File: src/common/pcfc_defs.vh
`ifndef PCFC_DEFS_VH
`define PCFC_DEFS_VH

`define PCFC_COEF_W      16
`define PCFC_COEF_FRAC   12
`define PCFC_COEF_ONE    16'h1000
`define PCFC_NUM_COEF    12
`define PCFC_ACC_W       28
`define PCFC_ADDR_W      8

`define PCFC_OFF_COEF0   8'h00
`define PCFC_OFF_CTRL    8'h30
`define PCFC_OFF_STAT    8'h34

`define PCFC_WIDTH_8     2'h0
`define PCFC_WIDTH_16    2'h1
`define PCFC_WIDTH_24    2'h2
`define PCFC_WIDTH_32    2'h3
`define PCFC_CTRL_WIDTH  1:0
`define PCFC_CTRL_RESMP  2
`define PCFC_CTRL_RST    3'h2
`define PCFC_STAT_READY  16
`define PCFC_PAD_BYTE    8'h00
`define PCFC_IDX_BITS    5:2
`define PCFC_ALIGN_BITS  1:0
`define PCFC_CTRL_BITS   2:0
`define PCFC_COEF_BITS   15:0
`define PCFC_RDY_LIMIT   7'h0f

`define PCFC_FIFO_DEPTH  16
`define PCFC_FIFO_AW     4
`define PCFC_FIFO_W      34

`endif

File: src/design/pcfc_top.v
`timescale 1ns/1ps
`default_nettype none
`include "pcfc_defs.vh"

// Plain synchronous FIFO; level lets the writer plan ahead of full.
module pcfc_fifo #(
	parameter WIDTH = 34,
	parameter DEPTH = 16,
	parameter AW    = 4
) (
	input  wire             pclk,
	input  wire             presetn,
	input  wire             wr_valid,
	output wire             wr_ready,
	input  wire [WIDTH-1:0] wr_data,
	output wire             rd_valid,
	input  wire             rd_ready,
	output wire [WIDTH-1:0] rd_data,
	output wire [AW:0]      level
);
	reg [WIDTH-1:0] mem [0:DEPTH-1];
	reg [AW-1:0]    wr_ptr_q;
	reg [AW-1:0]    rd_ptr_q;
	reg [AW:0]      count_q;
	wire            do_wr;
	wire            do_rd;

	// Full and empty come from the count, so they are exact every cycle.
	// A write offered while full is ignored; the caller must not rely on it.
	assign wr_ready = (count_q != DEPTH[AW:0]);
	assign rd_valid = (count_q != {(AW+1){1'b0}});
	assign rd_data  = mem[rd_ptr_q];
	assign level    = count_q;
	assign do_wr    = wr_valid & wr_ready;
	assign do_rd    = rd_valid & rd_ready;

	// Storage has no reset; only the pointers and the count matter.
	always @(posedge pclk) begin
		if (do_wr) begin
			mem[wr_ptr_q] <= wr_data;
		end
	end

	// Pointer and count update.
	always @(posedge pclk or negedge presetn) begin
		if (!presetn) begin
			wr_ptr_q <= {AW{1'b0}};
			rd_ptr_q <= {AW{1'b0}};
			count_q  <= {(AW+1){1'b0}};
		end else begin
			if (do_wr) begin
				wr_ptr_q <= wr_ptr_q + {{(AW-1){1'b0}}, 1'b1};
			end
			if (do_rd) begin
				rd_ptr_q <= rd_ptr_q + {{(AW-1){1'b0}}, 1'b1};
			end
			case ({do_wr, do_rd})
				2'b10: count_q <= count_q + {{AW{1'b0}}, 1'b1};
				2'b01: count_q <= count_q - {{AW{1'b0}}, 1'b1};
				default: count_q <= count_q;
			endcase
		end
	end
endmodule

// Colour matrix followed by pixel width packing, with an APB register file.
module pcfc_top (
	input  wire        pclk,
	input  wire        presetn,
	input  wire        psel,
	input  wire        penable,
	input  wire        pwrite,
	input  wire [7:0]  paddr,
	input  wire [31:0] pwdata,
	output reg  [31:0] prdata,
	output reg         pready,
	output reg         pslverr,
	input  wire [23:0] s_axis_tdata,
	input  wire        s_axis_tvalid,
	output reg         s_axis_tready,
	input  wire        s_axis_tlast,
	input  wire        s_axis_tuser,
	output reg  [31:0] m_axis_tdata,
	output reg         m_axis_tvalid,
	input  wire        m_axis_tready,
	output reg         m_axis_tlast,
	output reg         m_axis_tuser
);
	reg [`PCFC_COEF_W-1:0] coef_q [0:`PCFC_NUM_COEF-1];
	reg [2:0]              ctrl_q;
	reg [15:0]             frames_q;
	reg                    frame_rdy_q;
	reg                    in_frame_q;
	reg                    a_vld_q;
	reg [23:0]             a_pix_q;
	reg                    a_last_q;
	reg                    a_user_q;
	reg                    b_vld_q;
	reg [31:0]             b_dat_q;
	reg                    b_last_q;
	reg                    b_user_q;
	reg                    phase_q;
	reg [7:0]              prev_g_q;
	reg [7:0]              prev_r_q;
	reg [31:0]             rd_d;
	reg                    err_d;
	reg [31:0]             pack_d;
	integer                i;
	wire                   s_acc;
	wire                   s_take;
	wire                   f_wr_ready;
	wire                   f_rd_valid;
	wire [33:0]            f_rd_data;
	wire [4:0]             f_level;
	wire                   f_pop;
	wire [6:0]             total;
	wire                   apb_setup;
	wire                   apb_wr;
	wire                   map_hit;
	wire [3:0]             coef_idx;
	wire [7:0]             o1;
	wire [7:0]             o2;
	wire [7:0]             o3;
	wire [8:0]             avg_g;
	wire [8:0]             avg_r;

	// Reset value of a coefficient: identity on c1, c5 and c9.
	function [`PCFC_COEF_W-1:0] coef_rst;
		input integer k;
		begin
			if (k == 0 || k == 4 || k == 8) begin
				coef_rst = `PCFC_COEF_ONE;
			end else begin
				coef_rst = {`PCFC_COEF_W{1'b0}};
			end
		end
	endfunction

	// One row of the matrix; the bias is scaled to full channel range.
	function [7:0] mrow;
		input [15:0] ca;
		input [15:0] cb;
		input [15:0] cc;
		input [15:0] cd;
		input [23:0] p;
		reg signed [`PCFC_ACC_W-1:0] acc;
		begin
			acc = $signed(ca) * $signed({1'b0, p[7:0]})
			    + $signed(cb) * $signed({1'b0, p[15:8]})
			    + $signed(cc) * $signed({1'b0, p[23:16]})
			    + $signed({cd, 8'h00});
			// Clamp before the shift so overflow cannot wrap.
			if (acc < 0) begin
				mrow = 8'h00;
			end else if (acc[`PCFC_ACC_W-2:`PCFC_COEF_FRAC] > 15'd255) begin
				mrow = 8'hff;
			end else begin
				mrow = acc[`PCFC_COEF_FRAC+7:`PCFC_COEF_FRAC];
			end
		end
	endfunction

	// Matrix rows read only the current pixel; no neighbour enters.
	assign o1 = mrow(coef_q[0], coef_q[1], coef_q[2], coef_q[9], a_pix_q);
	assign o2 = mrow(coef_q[3], coef_q[4], coef_q[5], coef_q[10], a_pix_q);
	assign o3 = mrow(coef_q[6], coef_q[7], coef_q[8], coef_q[11], a_pix_q);

	// Chroma average of this pixel and the previous one for 4:2:2.
	assign avg_g = {1'b0, o2} + {1'b0, prev_g_q};
	assign avg_r = {1'b0, o3} + {1'b0, prev_r_q};

	// Width packing; channel one sits in the low byte as blue.
	always @* begin
		pack_d = 32'h0000_0000;
		case (ctrl_q[`PCFC_CTRL_WIDTH])
			`PCFC_WIDTH_8: begin
				pack_d = {24'h00_0000, o1};
			end
			`PCFC_WIDTH_16: begin
				if (ctrl_q[`PCFC_CTRL_RESMP]) begin
					pack_d = {16'h0000, (phase_q ? avg_r[8:1] : avg_g[8:1]), o1};
				end else begin
					pack_d = {16'h0000, o2, o1};
				end
			end
			`PCFC_WIDTH_24: begin
				pack_d = {8'h00, o3, o2, o1};
			end
			default: begin
				pack_d = {`PCFC_PAD_BYTE, o3, o2, o1};
			end
		endcase
	end

	// Pixels before a start of frame are taken and dropped so only whole frames go out.
	assign s_acc  = s_axis_tvalid & s_axis_tready;
	assign s_take = s_acc & (in_frame_q | s_axis_tuser);

	// Words in flight are counted so the FIFO can never overflow.
	assign total = {2'b00, f_level} + {6'h00, a_vld_q} + {6'h00, b_vld_q}
	             + {6'h00, s_acc};

	// Input gate, matrix stage and packing stage.
	always @(posedge pclk or negedge presetn) begin
		if (!presetn) begin
			s_axis_tready <= 1'b0;
			in_frame_q    <= 1'b0;
			a_vld_q       <= 1'b0;
			a_pix_q       <= 24'h00_0000;
			a_last_q      <= 1'b0;
			a_user_q      <= 1'b0;
			b_vld_q       <= 1'b0;
			b_dat_q       <= 32'h0000_0000;
			b_last_q      <= 1'b0;
			b_user_q      <= 1'b0;
			phase_q       <= 1'b0;
			prev_g_q      <= 8'h00;
			prev_r_q      <= 8'h00;
		end else begin
			// Ready is withdrawn early enough for the two stages in flight.
			s_axis_tready <= f_wr_ready & (total < `PCFC_RDY_LIMIT);
			// A one-beat frame has both marks; the end must win.
			if (s_acc & s_axis_tlast) begin
				in_frame_q <= 1'b0;
			end else if (s_acc & s_axis_tuser) begin
				in_frame_q <= 1'b1;
			end
			a_vld_q  <= s_take;
			a_pix_q  <= s_axis_tdata;
			a_last_q <= s_axis_tlast;
			a_user_q <= s_axis_tuser;
			b_vld_q  <= a_vld_q;
			// History and phase move only on real pixels.
			if (a_vld_q) begin
				b_dat_q  <= pack_d;
				b_last_q <= a_last_q;
				b_user_q <= a_user_q;
				prev_g_q <= o2;
				prev_r_q <= o3;
				phase_q  <= a_last_q ? 1'b0 : ~phase_q;
			end
		end
	end

	pcfc_fifo #(
		.WIDTH (`PCFC_FIFO_W),
		.DEPTH (`PCFC_FIFO_DEPTH),
		.AW    (`PCFC_FIFO_AW)
	) u_fifo (
		.pclk     (pclk),
		.presetn  (presetn),
		.wr_valid (b_vld_q),
		.wr_ready (f_wr_ready),
		.wr_data  ({b_user_q, b_last_q, b_dat_q}),
		.rd_valid (f_rd_valid),
		.rd_ready (f_pop),
		.rd_data  (f_rd_data),
		.level    (f_level)
	);

	// Output register refills whenever it is empty or being taken.
	assign f_pop = ~m_axis_tvalid | m_axis_tready;

	always @(posedge pclk or negedge presetn) begin
		if (!presetn) begin
			m_axis_tvalid <= 1'b0;
			m_axis_tdata  <= 32'h0000_0000;
			m_axis_tlast  <= 1'b0;
			m_axis_tuser  <= 1'b0;
		end else if (f_pop) begin
			m_axis_tvalid <= f_rd_valid;
			if (f_rd_valid) begin
				m_axis_tdata <= f_rd_data[31:0];
				m_axis_tlast <= f_rd_data[32];
				m_axis_tuser <= f_rd_data[33];
			end
		end
	end

	// APB decode; the answer is prepared in setup so access needs no wait.
	assign apb_setup = psel & ~penable;
	assign apb_wr    = psel & penable & pready & pwrite;
	assign coef_idx  = paddr[`PCFC_IDX_BITS];
	assign map_hit   = (paddr[`PCFC_ALIGN_BITS] == 2'b00) &&
	                   (paddr <= `PCFC_OFF_STAT);

	always @* begin
		rd_d  = 32'h0000_0000;
		err_d = ~map_hit;
		if (paddr == `PCFC_OFF_CTRL) begin
			rd_d = {29'h0000_0000, ctrl_q};
		end else if (paddr == `PCFC_OFF_STAT) begin
			rd_d = {15'h0000, frame_rdy_q, frames_q};
		end else if (map_hit) begin
			rd_d = {{16{coef_q[coef_idx][15]}}, coef_q[coef_idx]};
		end
	end

	// Registers change at the access edge, so settings apply at run time.
	always @(posedge pclk or negedge presetn) begin
		if (!presetn) begin
			pready  <= 1'b0;
			pslverr <= 1'b0;
			prdata  <= 32'h0000_0000;
			ctrl_q  <= `PCFC_CTRL_RST;
			for (i = 0; i < `PCFC_NUM_COEF; i = i + 1) begin
				coef_q[i] <= coef_rst(i);
			end
		end else begin
			pready  <= apb_setup;
			pslverr <= apb_setup & err_d;
			prdata  <= apb_setup ? rd_d : 32'h0000_0000;
			// A refused access leaves every register alone.
			if (apb_wr & map_hit) begin
				if (paddr == `PCFC_OFF_CTRL) begin
					ctrl_q <= pwdata[`PCFC_CTRL_BITS];
				end else if (paddr < `PCFC_OFF_CTRL) begin
					coef_q[coef_idx] <= pwdata[`PCFC_COEF_BITS];
				end
			end
		end
	end

	// Frame counter and sticky ready flag; a new frame end beats a clear.
	always @(posedge pclk or negedge presetn) begin
		if (!presetn) begin
			frames_q    <= 16'h0000;
			frame_rdy_q <= 1'b0;
		end else begin
			// Counted at the last beat's handshake, not before.
			if (m_axis_tvalid & m_axis_tready & m_axis_tlast) begin
				frames_q    <= frames_q + 16'h0001;
				frame_rdy_q <= 1'b1;
			end else if (apb_wr && paddr == `PCFC_OFF_STAT &&
			             pwdata[`PCFC_STAT_READY]) begin
				frame_rdy_q <= 1'b0;
			end
		end
	end
endmodule

`default_nettype wire

File: config.mk
export PLATFORM = sky130hd
export DESIGN_NAME = pcfc_top
export DESIGN_NICKNAME = d
export VERILOG_FILES = /design/src/design/pcfc_top.v
export VERILOG_INCLUDE_DIRS = /design/src /design/src/common
export SDC_FILE = /design/constraint.sdc
export NUM_CORES = 2
export LEC_CHECK = 0
export BUFFER_PORTS_ARGS = -buffer_cell sky130_fd_sc_hd__buf_2
export CAP_MARGIN = 20
export CORE_MARGIN = 2
export CORE_UTILIZATION = 56
export DETAILED_ROUTE_END_ITERATION = 6
export PLACE_DENSITY = 0.7
export SLEW_MARGIN = 20
export SYNTH_ARGS = -nofsm -noshare
export SYNTH_HDL_FRONTEND = slang
export SYNTH_SLANG_ARGS = --single-unit
File: constraint.sdc
create_clock -name pclk -period 23.3 [get_ports pclk]
set_input_delay 3.495 -clock pclk [delete_from_list [all_inputs] [get_ports pclk]]
set_output_delay 3.495 -clock pclk [all_outputs]
set_load 0.05 [all_outputs]
Yosys cells after proc, flatten, opt, wreduce, memory -nomap -nowiden
Memories as Yosys holds them, arrays and structs flattened. A register that Yosys moved wholly into a read port is not among the register bits.
Cells that the tools add are included.
{"block": "totals", "register_bits": 341, "ram_bits": 544, "inputBits": 73, "n_memories": 1}
{"name": "u_fifo.mem", "words": 16, "width": 34, "read_ports": 1, "rd_clocked_by_memory_dff": 1, "wr": 1, "line_no": "pcfc_top.v:21", "text": "reg [WIDTH-1:0] mem [0:DEPTH-1];"}
{"block": "op_classes", "addsub": 19, "multipliers": 9, "order_cmp": 11, "eq_ne": 6, "n_mux": 27, "bitwise": 23, "reduce_logical": 14}
{"op": "multiplier 16 x 9 -> 25 bit", "count": 9}
{"op": "bitwise mux 192 bit", "count": 1}
{"op": "two-way mux 32 bit", "count": 4}
{"op": "adder 27 x 24 -> 28 bit", "count": 3}
{"op": "< comparator 28 x 1 -> 1 bit (second input constant)", "count": 3}
{"op": "adder 26 x 25 -> 27 bit", "count": 3}
{"op": "adder 25 x 25 -> 26 bit", "count": 3}
{"op": "binary-select mux 16 bit (select 4 bit)", "count": 1}
{"op": "demux 16 bit (select 4 bit)", "count": 1}
{"op": "two-way mux 16 bit", "count": 4}
{"op": "two-way mux 8 bit", "count": 7}
{"op": "case mux 24 bit (2 select lines)", "count": 1}
{"op": "> comparator 15 x 8 -> 1 bit (second input constant)", "count": 3}
{"op": "adder 8 x 8 -> 9 bit", "count": 2}
{"op": "adder 16 x 1 -> 16 bit (second input constant)", "count": 1}
{"op": "equality test 8 x 6 -> 1 bit (second input constant)", "count": 2}
{"op": "bitwise AND 1 bit", "count": 15}
{"op": "case mux 5 bit (2 select lines)", "count": 1}
{"op": "adder 4 x 1 -> 4 bit (second input constant)", "count": 2}
{"op": "less-or-equal comparator 8 x 6 -> 1 bit (second input constant)", "count": 1}
{"op": "< comparator 8 x 6 -> 1 bit (second input constant)", "count": 1}
{"op": "adder 6 x 1 -> 7 bit", "count": 1}
{"op": "adder 7 x 1 -> 7 bit", "count": 1}
{"op": "< comparator 7 x 4 -> 1 bit (second input constant)", "count": 1}
{"op": "other kinds (19)", "count": 38}

Longest topological paths before layout
{"block": "logic_depth", "depth_word": 11, "mapped_depth": 39, "depth_no_buf": 36}

Cells and area by module
From an unflattened synthesis, not the netlist that was laid out.
{"block": "hier_totals", "cells_unflattened": 7154, "area_unflattened_um2": 81740.9}
{"mod": "pcfc_top", "n_inst": 1, "cells_each": 6051, "area_each_um2": 60067.6, "seq_area_each_um2": 8513.2}
{"mod": "pcfc_fifo", "n_inst": 1, "cells_each": 1103, "area_each_um2": 21673.3, "seq_area_each_um2": 16661.0}

Worst setup path after synthesis
OpenSTA, ideal clock, no wires.
{"block": "synth_path", "kind": "flip-flop to flip-flop", "start": "reg a_pix_q[0]", "end": "reg b_dat_q[14]", "setup_time_ns": 0.095, "arrival_ns": 8.830, "t_required_ns": 23.205, "path_slack_ns": 14.374, "path_stages_with_launch": 36, "synth_period_minus_slack_ns": 8.926, "path_cell_list": "dfrtp_1 > clkbuf_1 > clkbuf_1 > nand2_1 > fa_1 > inv_1 > fa_1 > inv_1 > fa_1 > inv_1 > fa_1 > fa_1 > fa_1 > inv_1 > fa_1 > inv_1 > ha_1 > a21oi_1 > o21a_1 > a21boi_0 > o21ai_0 > a2111oi_2 > o311ai_1 > or4_1 > buf_4 > o21ai_0 > inv_1 > ha_1 > a21o_1 > and2_1 > o31ai_1 > nand2_1 > o2bb2ai_1 > mux2i_1 > o221ai_1 > o31ai_1"}
{"block": "synth_between", "elab_chain_len": 11, "elab_cells_between_ends": 21, "classes_between": "add/sub: 8; mul: 2; order compare: 4; mux: 7"}
{"element": "start, declared", "line_no": "pcfc_top.v:95", "text": "reg [23:0] a_pix_q;"}
{"element": "start signal, assigned", "line_no": "pcfc_top.v:229", "text": "a_pix_q <= s_axis_tdata;"}
{"element": "multiplier 16 x 9 -> 25 bit (*)", "line_no": "pcfc_top.v:148", "text": "acc = $signed(ca) * $signed({1'b0, p[7:0]})"}
{"element": "adder 25 x 25 -> 26 bit (*)", "line_no": "pcfc_top.v:149", "text": "+ $signed(cb) * $signed({1'b0, p[15:8]})"}
{"element": "adder 26 x 25 -> 27 bit (*)", "line_no": "pcfc_top.v:150", "text": "+ $signed(cc) * $signed({1'b0, p[23:16]})"}
{"element": "adder 27 x 24 -> 28 bit (*)", "line_no": "pcfc_top.v:151", "text": "+ $signed({cd, 8'h00});"}
{"element": "> comparator 15 x 8 -> 1 bit", "line_no": "pcfc_top.v:155", "text": "end else if (acc[`PCFC_ACC_W-2:`PCFC_COEF_FRAC] > 15'd255) begin"}
{"element": "two-way mux 8 bit", "line_no": "pcfc_top.v:155"}
{"element": "two-way mux 8 bit (*)", "line_no": "pcfc_top.v:153", "text": "if (acc < 0) begin"}
{"element": "named net o2[4]", "line_no": "pcfc_top.v:122", "text": "wire [7:0] o2;"}
{"element": "adder 8 x 8 -> 9 bit (*)", "line_no": "pcfc_top.v:169", "text": "assign avg_g = {1'b0, o2} + {1'b0, prev_g_q};"}
{"element": "two-way mux 8 bit (*)", "line_no": "pcfc_top.v:181", "text": "pack_d = {16'h0000, (phase_q ? avg_r[8:1] : avg_g[8:1]), o1};"}
{"element": "two-way mux 16 bit (*)", "line_no": "pcfc_top.v:180", "text": "if (ctrl_q[`PCFC_CTRL_RESMP]) begin"}
{"element": "case mux 24 bit (2 select lines) (*)", "line_no": "pcfc_top.v:175", "text": "case (ctrl_q[`PCFC_CTRL_WIDTH])"}
{"element": "end signal, assigned", "line_no": "pcfc_top.v:235", "text": "b_dat_q <= pack_d;"}
{"element": "end, declared", "line_no": "pcfc_top.v:99", "text": "reg [31:0] b_dat_q;"}
The timed path passes the listed nets; every way through them passes the cells marked *.
A chain may end at the register's enable or synchronous reset.

Worst setup path after layout
{"block": "layout_path", "start": "reg a_pix_q[8]", "end": "reg b_dat_q[14]"}
{"block": "layout_between", "elab_chain_len": 11, "elab_cells_between_ends": 21, "classes_between": "add/sub: 8; mul: 2; order compare: 4; mux: 7"}
{"element": "multiplier 16 x 9 -> 25 bit (*)", "line_no": "pcfc_top.v:149"}
{"element": "adder 25 x 25 -> 26 bit (*)", "line_no": "pcfc_top.v:149"}
{"element": "adder 26 x 25 -> 27 bit (*)", "line_no": "pcfc_top.v:150"}
{"element": "adder 27 x 24 -> 28 bit (*)", "line_no": "pcfc_top.v:151"}
{"element": "> comparator 15 x 8 -> 1 bit", "line_no": "pcfc_top.v:155"}
{"element": "two-way mux 8 bit", "line_no": "pcfc_top.v:155"}
{"element": "two-way mux 8 bit (*)", "line_no": "pcfc_top.v:153"}
{"element": "named net o2[4]", "line_no": "pcfc_top.v:122"}
{"element": "adder 8 x 8 -> 9 bit (*)", "line_no": "pcfc_top.v:169"}
{"element": "two-way mux 8 bit (*)", "line_no": "pcfc_top.v:181"}
{"element": "two-way mux 16 bit (*)", "line_no": "pcfc_top.v:180"}
{"element": "case mux 24 bit (2 select lines) (*)", "line_no": "pcfc_top.v:175"}
Marked as above.

==> results_dict.tcl <==
set metrics [dict create \
    core_mm2 0.1353 \
    cts.clk_slew.worst_paths_ns 0.06 \
    synth_edf_count 416 \
    start_kind "register" \
    synth_top_area_cell "fa_1" \
    clock-root-buffer "clkbuf_16" \
    multiInputGateArea_mm2 0.04798 \
    synthArstFlopShare 0.4534 \
    cp_common_cell "fa_1" \
    internal-power_w 0.002826 \
    seq_area_mm2 0.02117 \
    clock_latency_ns 0.72 \
    antenna_found_initial 13 \
    initial_utilization 0.5641 \
    slew_headroom 0.2404 \
    worstMarginPinSlew_ns 1.134 \
    ys_seq_area_frac 0.2769 \
    status "finished with violations" \
    min_period_ns 10.73 \
    arrival_ns 11.30 \
    total_leakage_power_nw 37.65 \
    rsz0062_at_grt "false" \
    avgSynthCellArea_um2 11.32 \
    die_area_mm2 0.1393 \
    yosys_warnings 0 \
    synthTopCellsByArea "fa_1 33%, edfxtp_1 16%, dfrtp_1 11%, inv_1 7.8%, ha_1 6.5%" \
    drive_above_1_share 0.1151 \
    grt_max_degree 103 \
    required_ns 23.87 \
    critPathSlowestCell "or4_1" \
    wl_per_cell_um 22.00 \
    postPlaceCellArea_mm2 0.07838 \
    grt_overflow 0 \
    postCtsHoldBufs 0 \
    viasPerCell 5.576 \
    drt_iter0_markers 4338 \
    yosysTopAreaCellShare 0.3326 \
    firstDrtPassIters 7 \
    htreeDepth 3 \
    synthesis.area_mm2 0.07632 \
    fin_setup_tns_ns 0 \
    max_stage_delay_ns 0.82 \
    hold_violations 0 \
    power.total_w 0.004186 \
    final_max_slew_viol_count 0 \
    ys_seq_elements 761 \
    cts_sinks 761 \
    grt_use_total 0.2823 \
    hold_ws_ns 0.4793 \
    rows 135 \
    yosysMostFrequentCell "inv_1" \
    die_w_um 373.2 \
    hpwl_um 139400 \
    hold_path_class "reg -> reg" \
    critical_path_class "reg -> reg" \
    finalWirelength_um 187500 \
    routabilityCongestion 0.9716 \
    p_clk_frac 0.330 \
    synth.distinct_cells 80 \
    syn2layout_area_growth_pct 6.538 \
    synthTopCellsByCount "1,581 x inv_1, 1,268 x fa_1, 642 x nand2_1" \
    cts.path.max_buffers 3 \
    grt_pass1_wl_um 299200 \
    violations "DRC" \
    clock_skew_ns 0.04347 \
    combPwrFrac 0.265 \
    port_buffers 119 \
    post-cts-setup-buffer-count 0 \
    clock.fmax_mhz 93.20 \
    cts_buffers 82 \
    nets 8402 \
    postRouteAntennaNets 0 \
    worst-path-max-fanout 40 \
    ioPinCount 143 \
    swShare 0.3248 \
    synth_ff_type "edfxtp_1" \
    die_y_um 373.2 \
    final_cell_area_mm2 0.08131 \
    peakVddDrop_mv 0.05944 \
    fin_crit_sh 0.4605 \
    post_cts_resized 0 \
    cts_tree "yes" \
    cp-end-kind "register" \
    regToRegSetupSlack_ns 12.57 \
    vias 47520 \
    fill_cells 10820 \
    p_sw_w 0.001360 \
    grt_pass1_vias 51550 \
    cap_viol_max_count 0 \
    detail_route.drc_violations 1 \
    finalSetupViolCount 0 \
    seq_power_share 0.405 \
    power-per-cell-area_mw_per_mm2 51.48 \
    syn_inst 6743 \
]
==> per-layer routing <==
metal	vias up	global-route usage	routed length, um	part of all wire
li1	20590	-	-	-
met1	24650	0.3830	74020	0.39
met2	1926	0.4557	89080	0.48
met3	342	0.06149	17080	0.091
met4	12	0.09327	7216	0.038
met5	-	0	79	0.00042
==> power groups by stage <==
stage	Clock, W	Combinational, W	Sequential, W
finish	0.00138	0.00111	0.00170
global route	0.00146	0.00120	0.00172
CTS	0.00140	0.00111	0.00170
detailed placement	0	0.00110	0.00172
global placement	0	0.00108	0.00171
floorplan	0	0.000760	0.00173
==> path summary, 6_finish.rpt <==
kind	startpoint	end	cells after the start
min in group asynchronous	presetn	a_pix_q[12]	1
hold / removal	in_frame_q	a_vld_q	1
hold reg to reg	in_frame_q	a_vld_q	1
max in group asynchronous	presetn	a_pix_q[14]	3
setup / recovery	a_pix_q[8]	b_dat_q[14]	33
setup reg to reg	a_pix_q[8]	b_dat_q[14]	33
==> state kept, by name (all words and copies together) (netlist names), 3 cells and up <==
name             cells
u_fifo.mem         416
m_axis_tdata        24
frames_q            16
b_dat_q             24
prev_g_q             8
u_fifo.wr_ptr_q      4
prdata              18
u_fifo.rd_ptr_q      4
prev_r_q             8
u_fifo.level         5
a_pix_q             24
ctrl_q               3
coef_q             192
==> critical path: cells and delay by family, from the launching register on <==
family	cells	cell delay, ns
buf+inv	7	1.10
fa+ha+maj	9	4.41
compound gates	12	2.95
simple gates	4	1.33
flops	1	0.48
mux	1	0.23
==> cell type report <==
cell class,count,area share
Tap cell,1781,0.02741
Timing Repair Buffer,183,0.01369
Inverter,1581,0.07298
Sequential cell,761,0.2603
Antenna cell,8,0.0002462
Clock inverter,42,0.007201
Clock buffer,112,0.02811
Multi-Input combinational cell,4054,0.5900
==> layout by cell type (no fill, tap or decap), drive strengths merged, types with 25 or more instances in the layout <==
cell type / netlist / final
a21oi: 100 / 100
o21a: 28 / 28
and2: 637 / 637
dfrtp: 341 / 341
a21o: 27 / 27
mux2: 218 / 218
nand3: 35 / 35
ha: 398 / 398
buf: 59 / 183
nand2b: 26 / 26
o21ai: 85 / 85
nand2: 642 / 642
edfxtp: 416 / 416
nor2: 82 / 82
xnor2: 62 / 62
fa: 1268 / 1268
mux4: 178 / 178
mux2i: 25 / 25
clkbuf: 295 / 112
inv: 1581 / 1586
==> logic make-up after synthesis <==
logic type               Yosys count  synth area share
AO/OA/AOI/OAI                    357           0.03053
other                              1        0.00004913
multiplexers                     421           0.08797
flip-flops                       761            0.2769
buffers and inverters           1935           0.09656
AND/OR/NAND/NOR                 1521            0.1009
adder cells (fa/ha/maj)         1666            0.3978
XOR/XNOR                          81          0.009295
==> metrics by stage <==
stage / worst slack [ns] / instances / util
final: 12.57 / 8522 / 0.6010
after global routing: 12.11 / 8515 / 0.6009
after CTS: 12.74 / 8512 / 0.6005
after detailed placement: 12.84 / 8358 / 0.5793
after global placement: 12.92 / 8358 / 0.5793
after floorplan: 14.37 / 6750 / -
(Power assumes the default switching activity.)
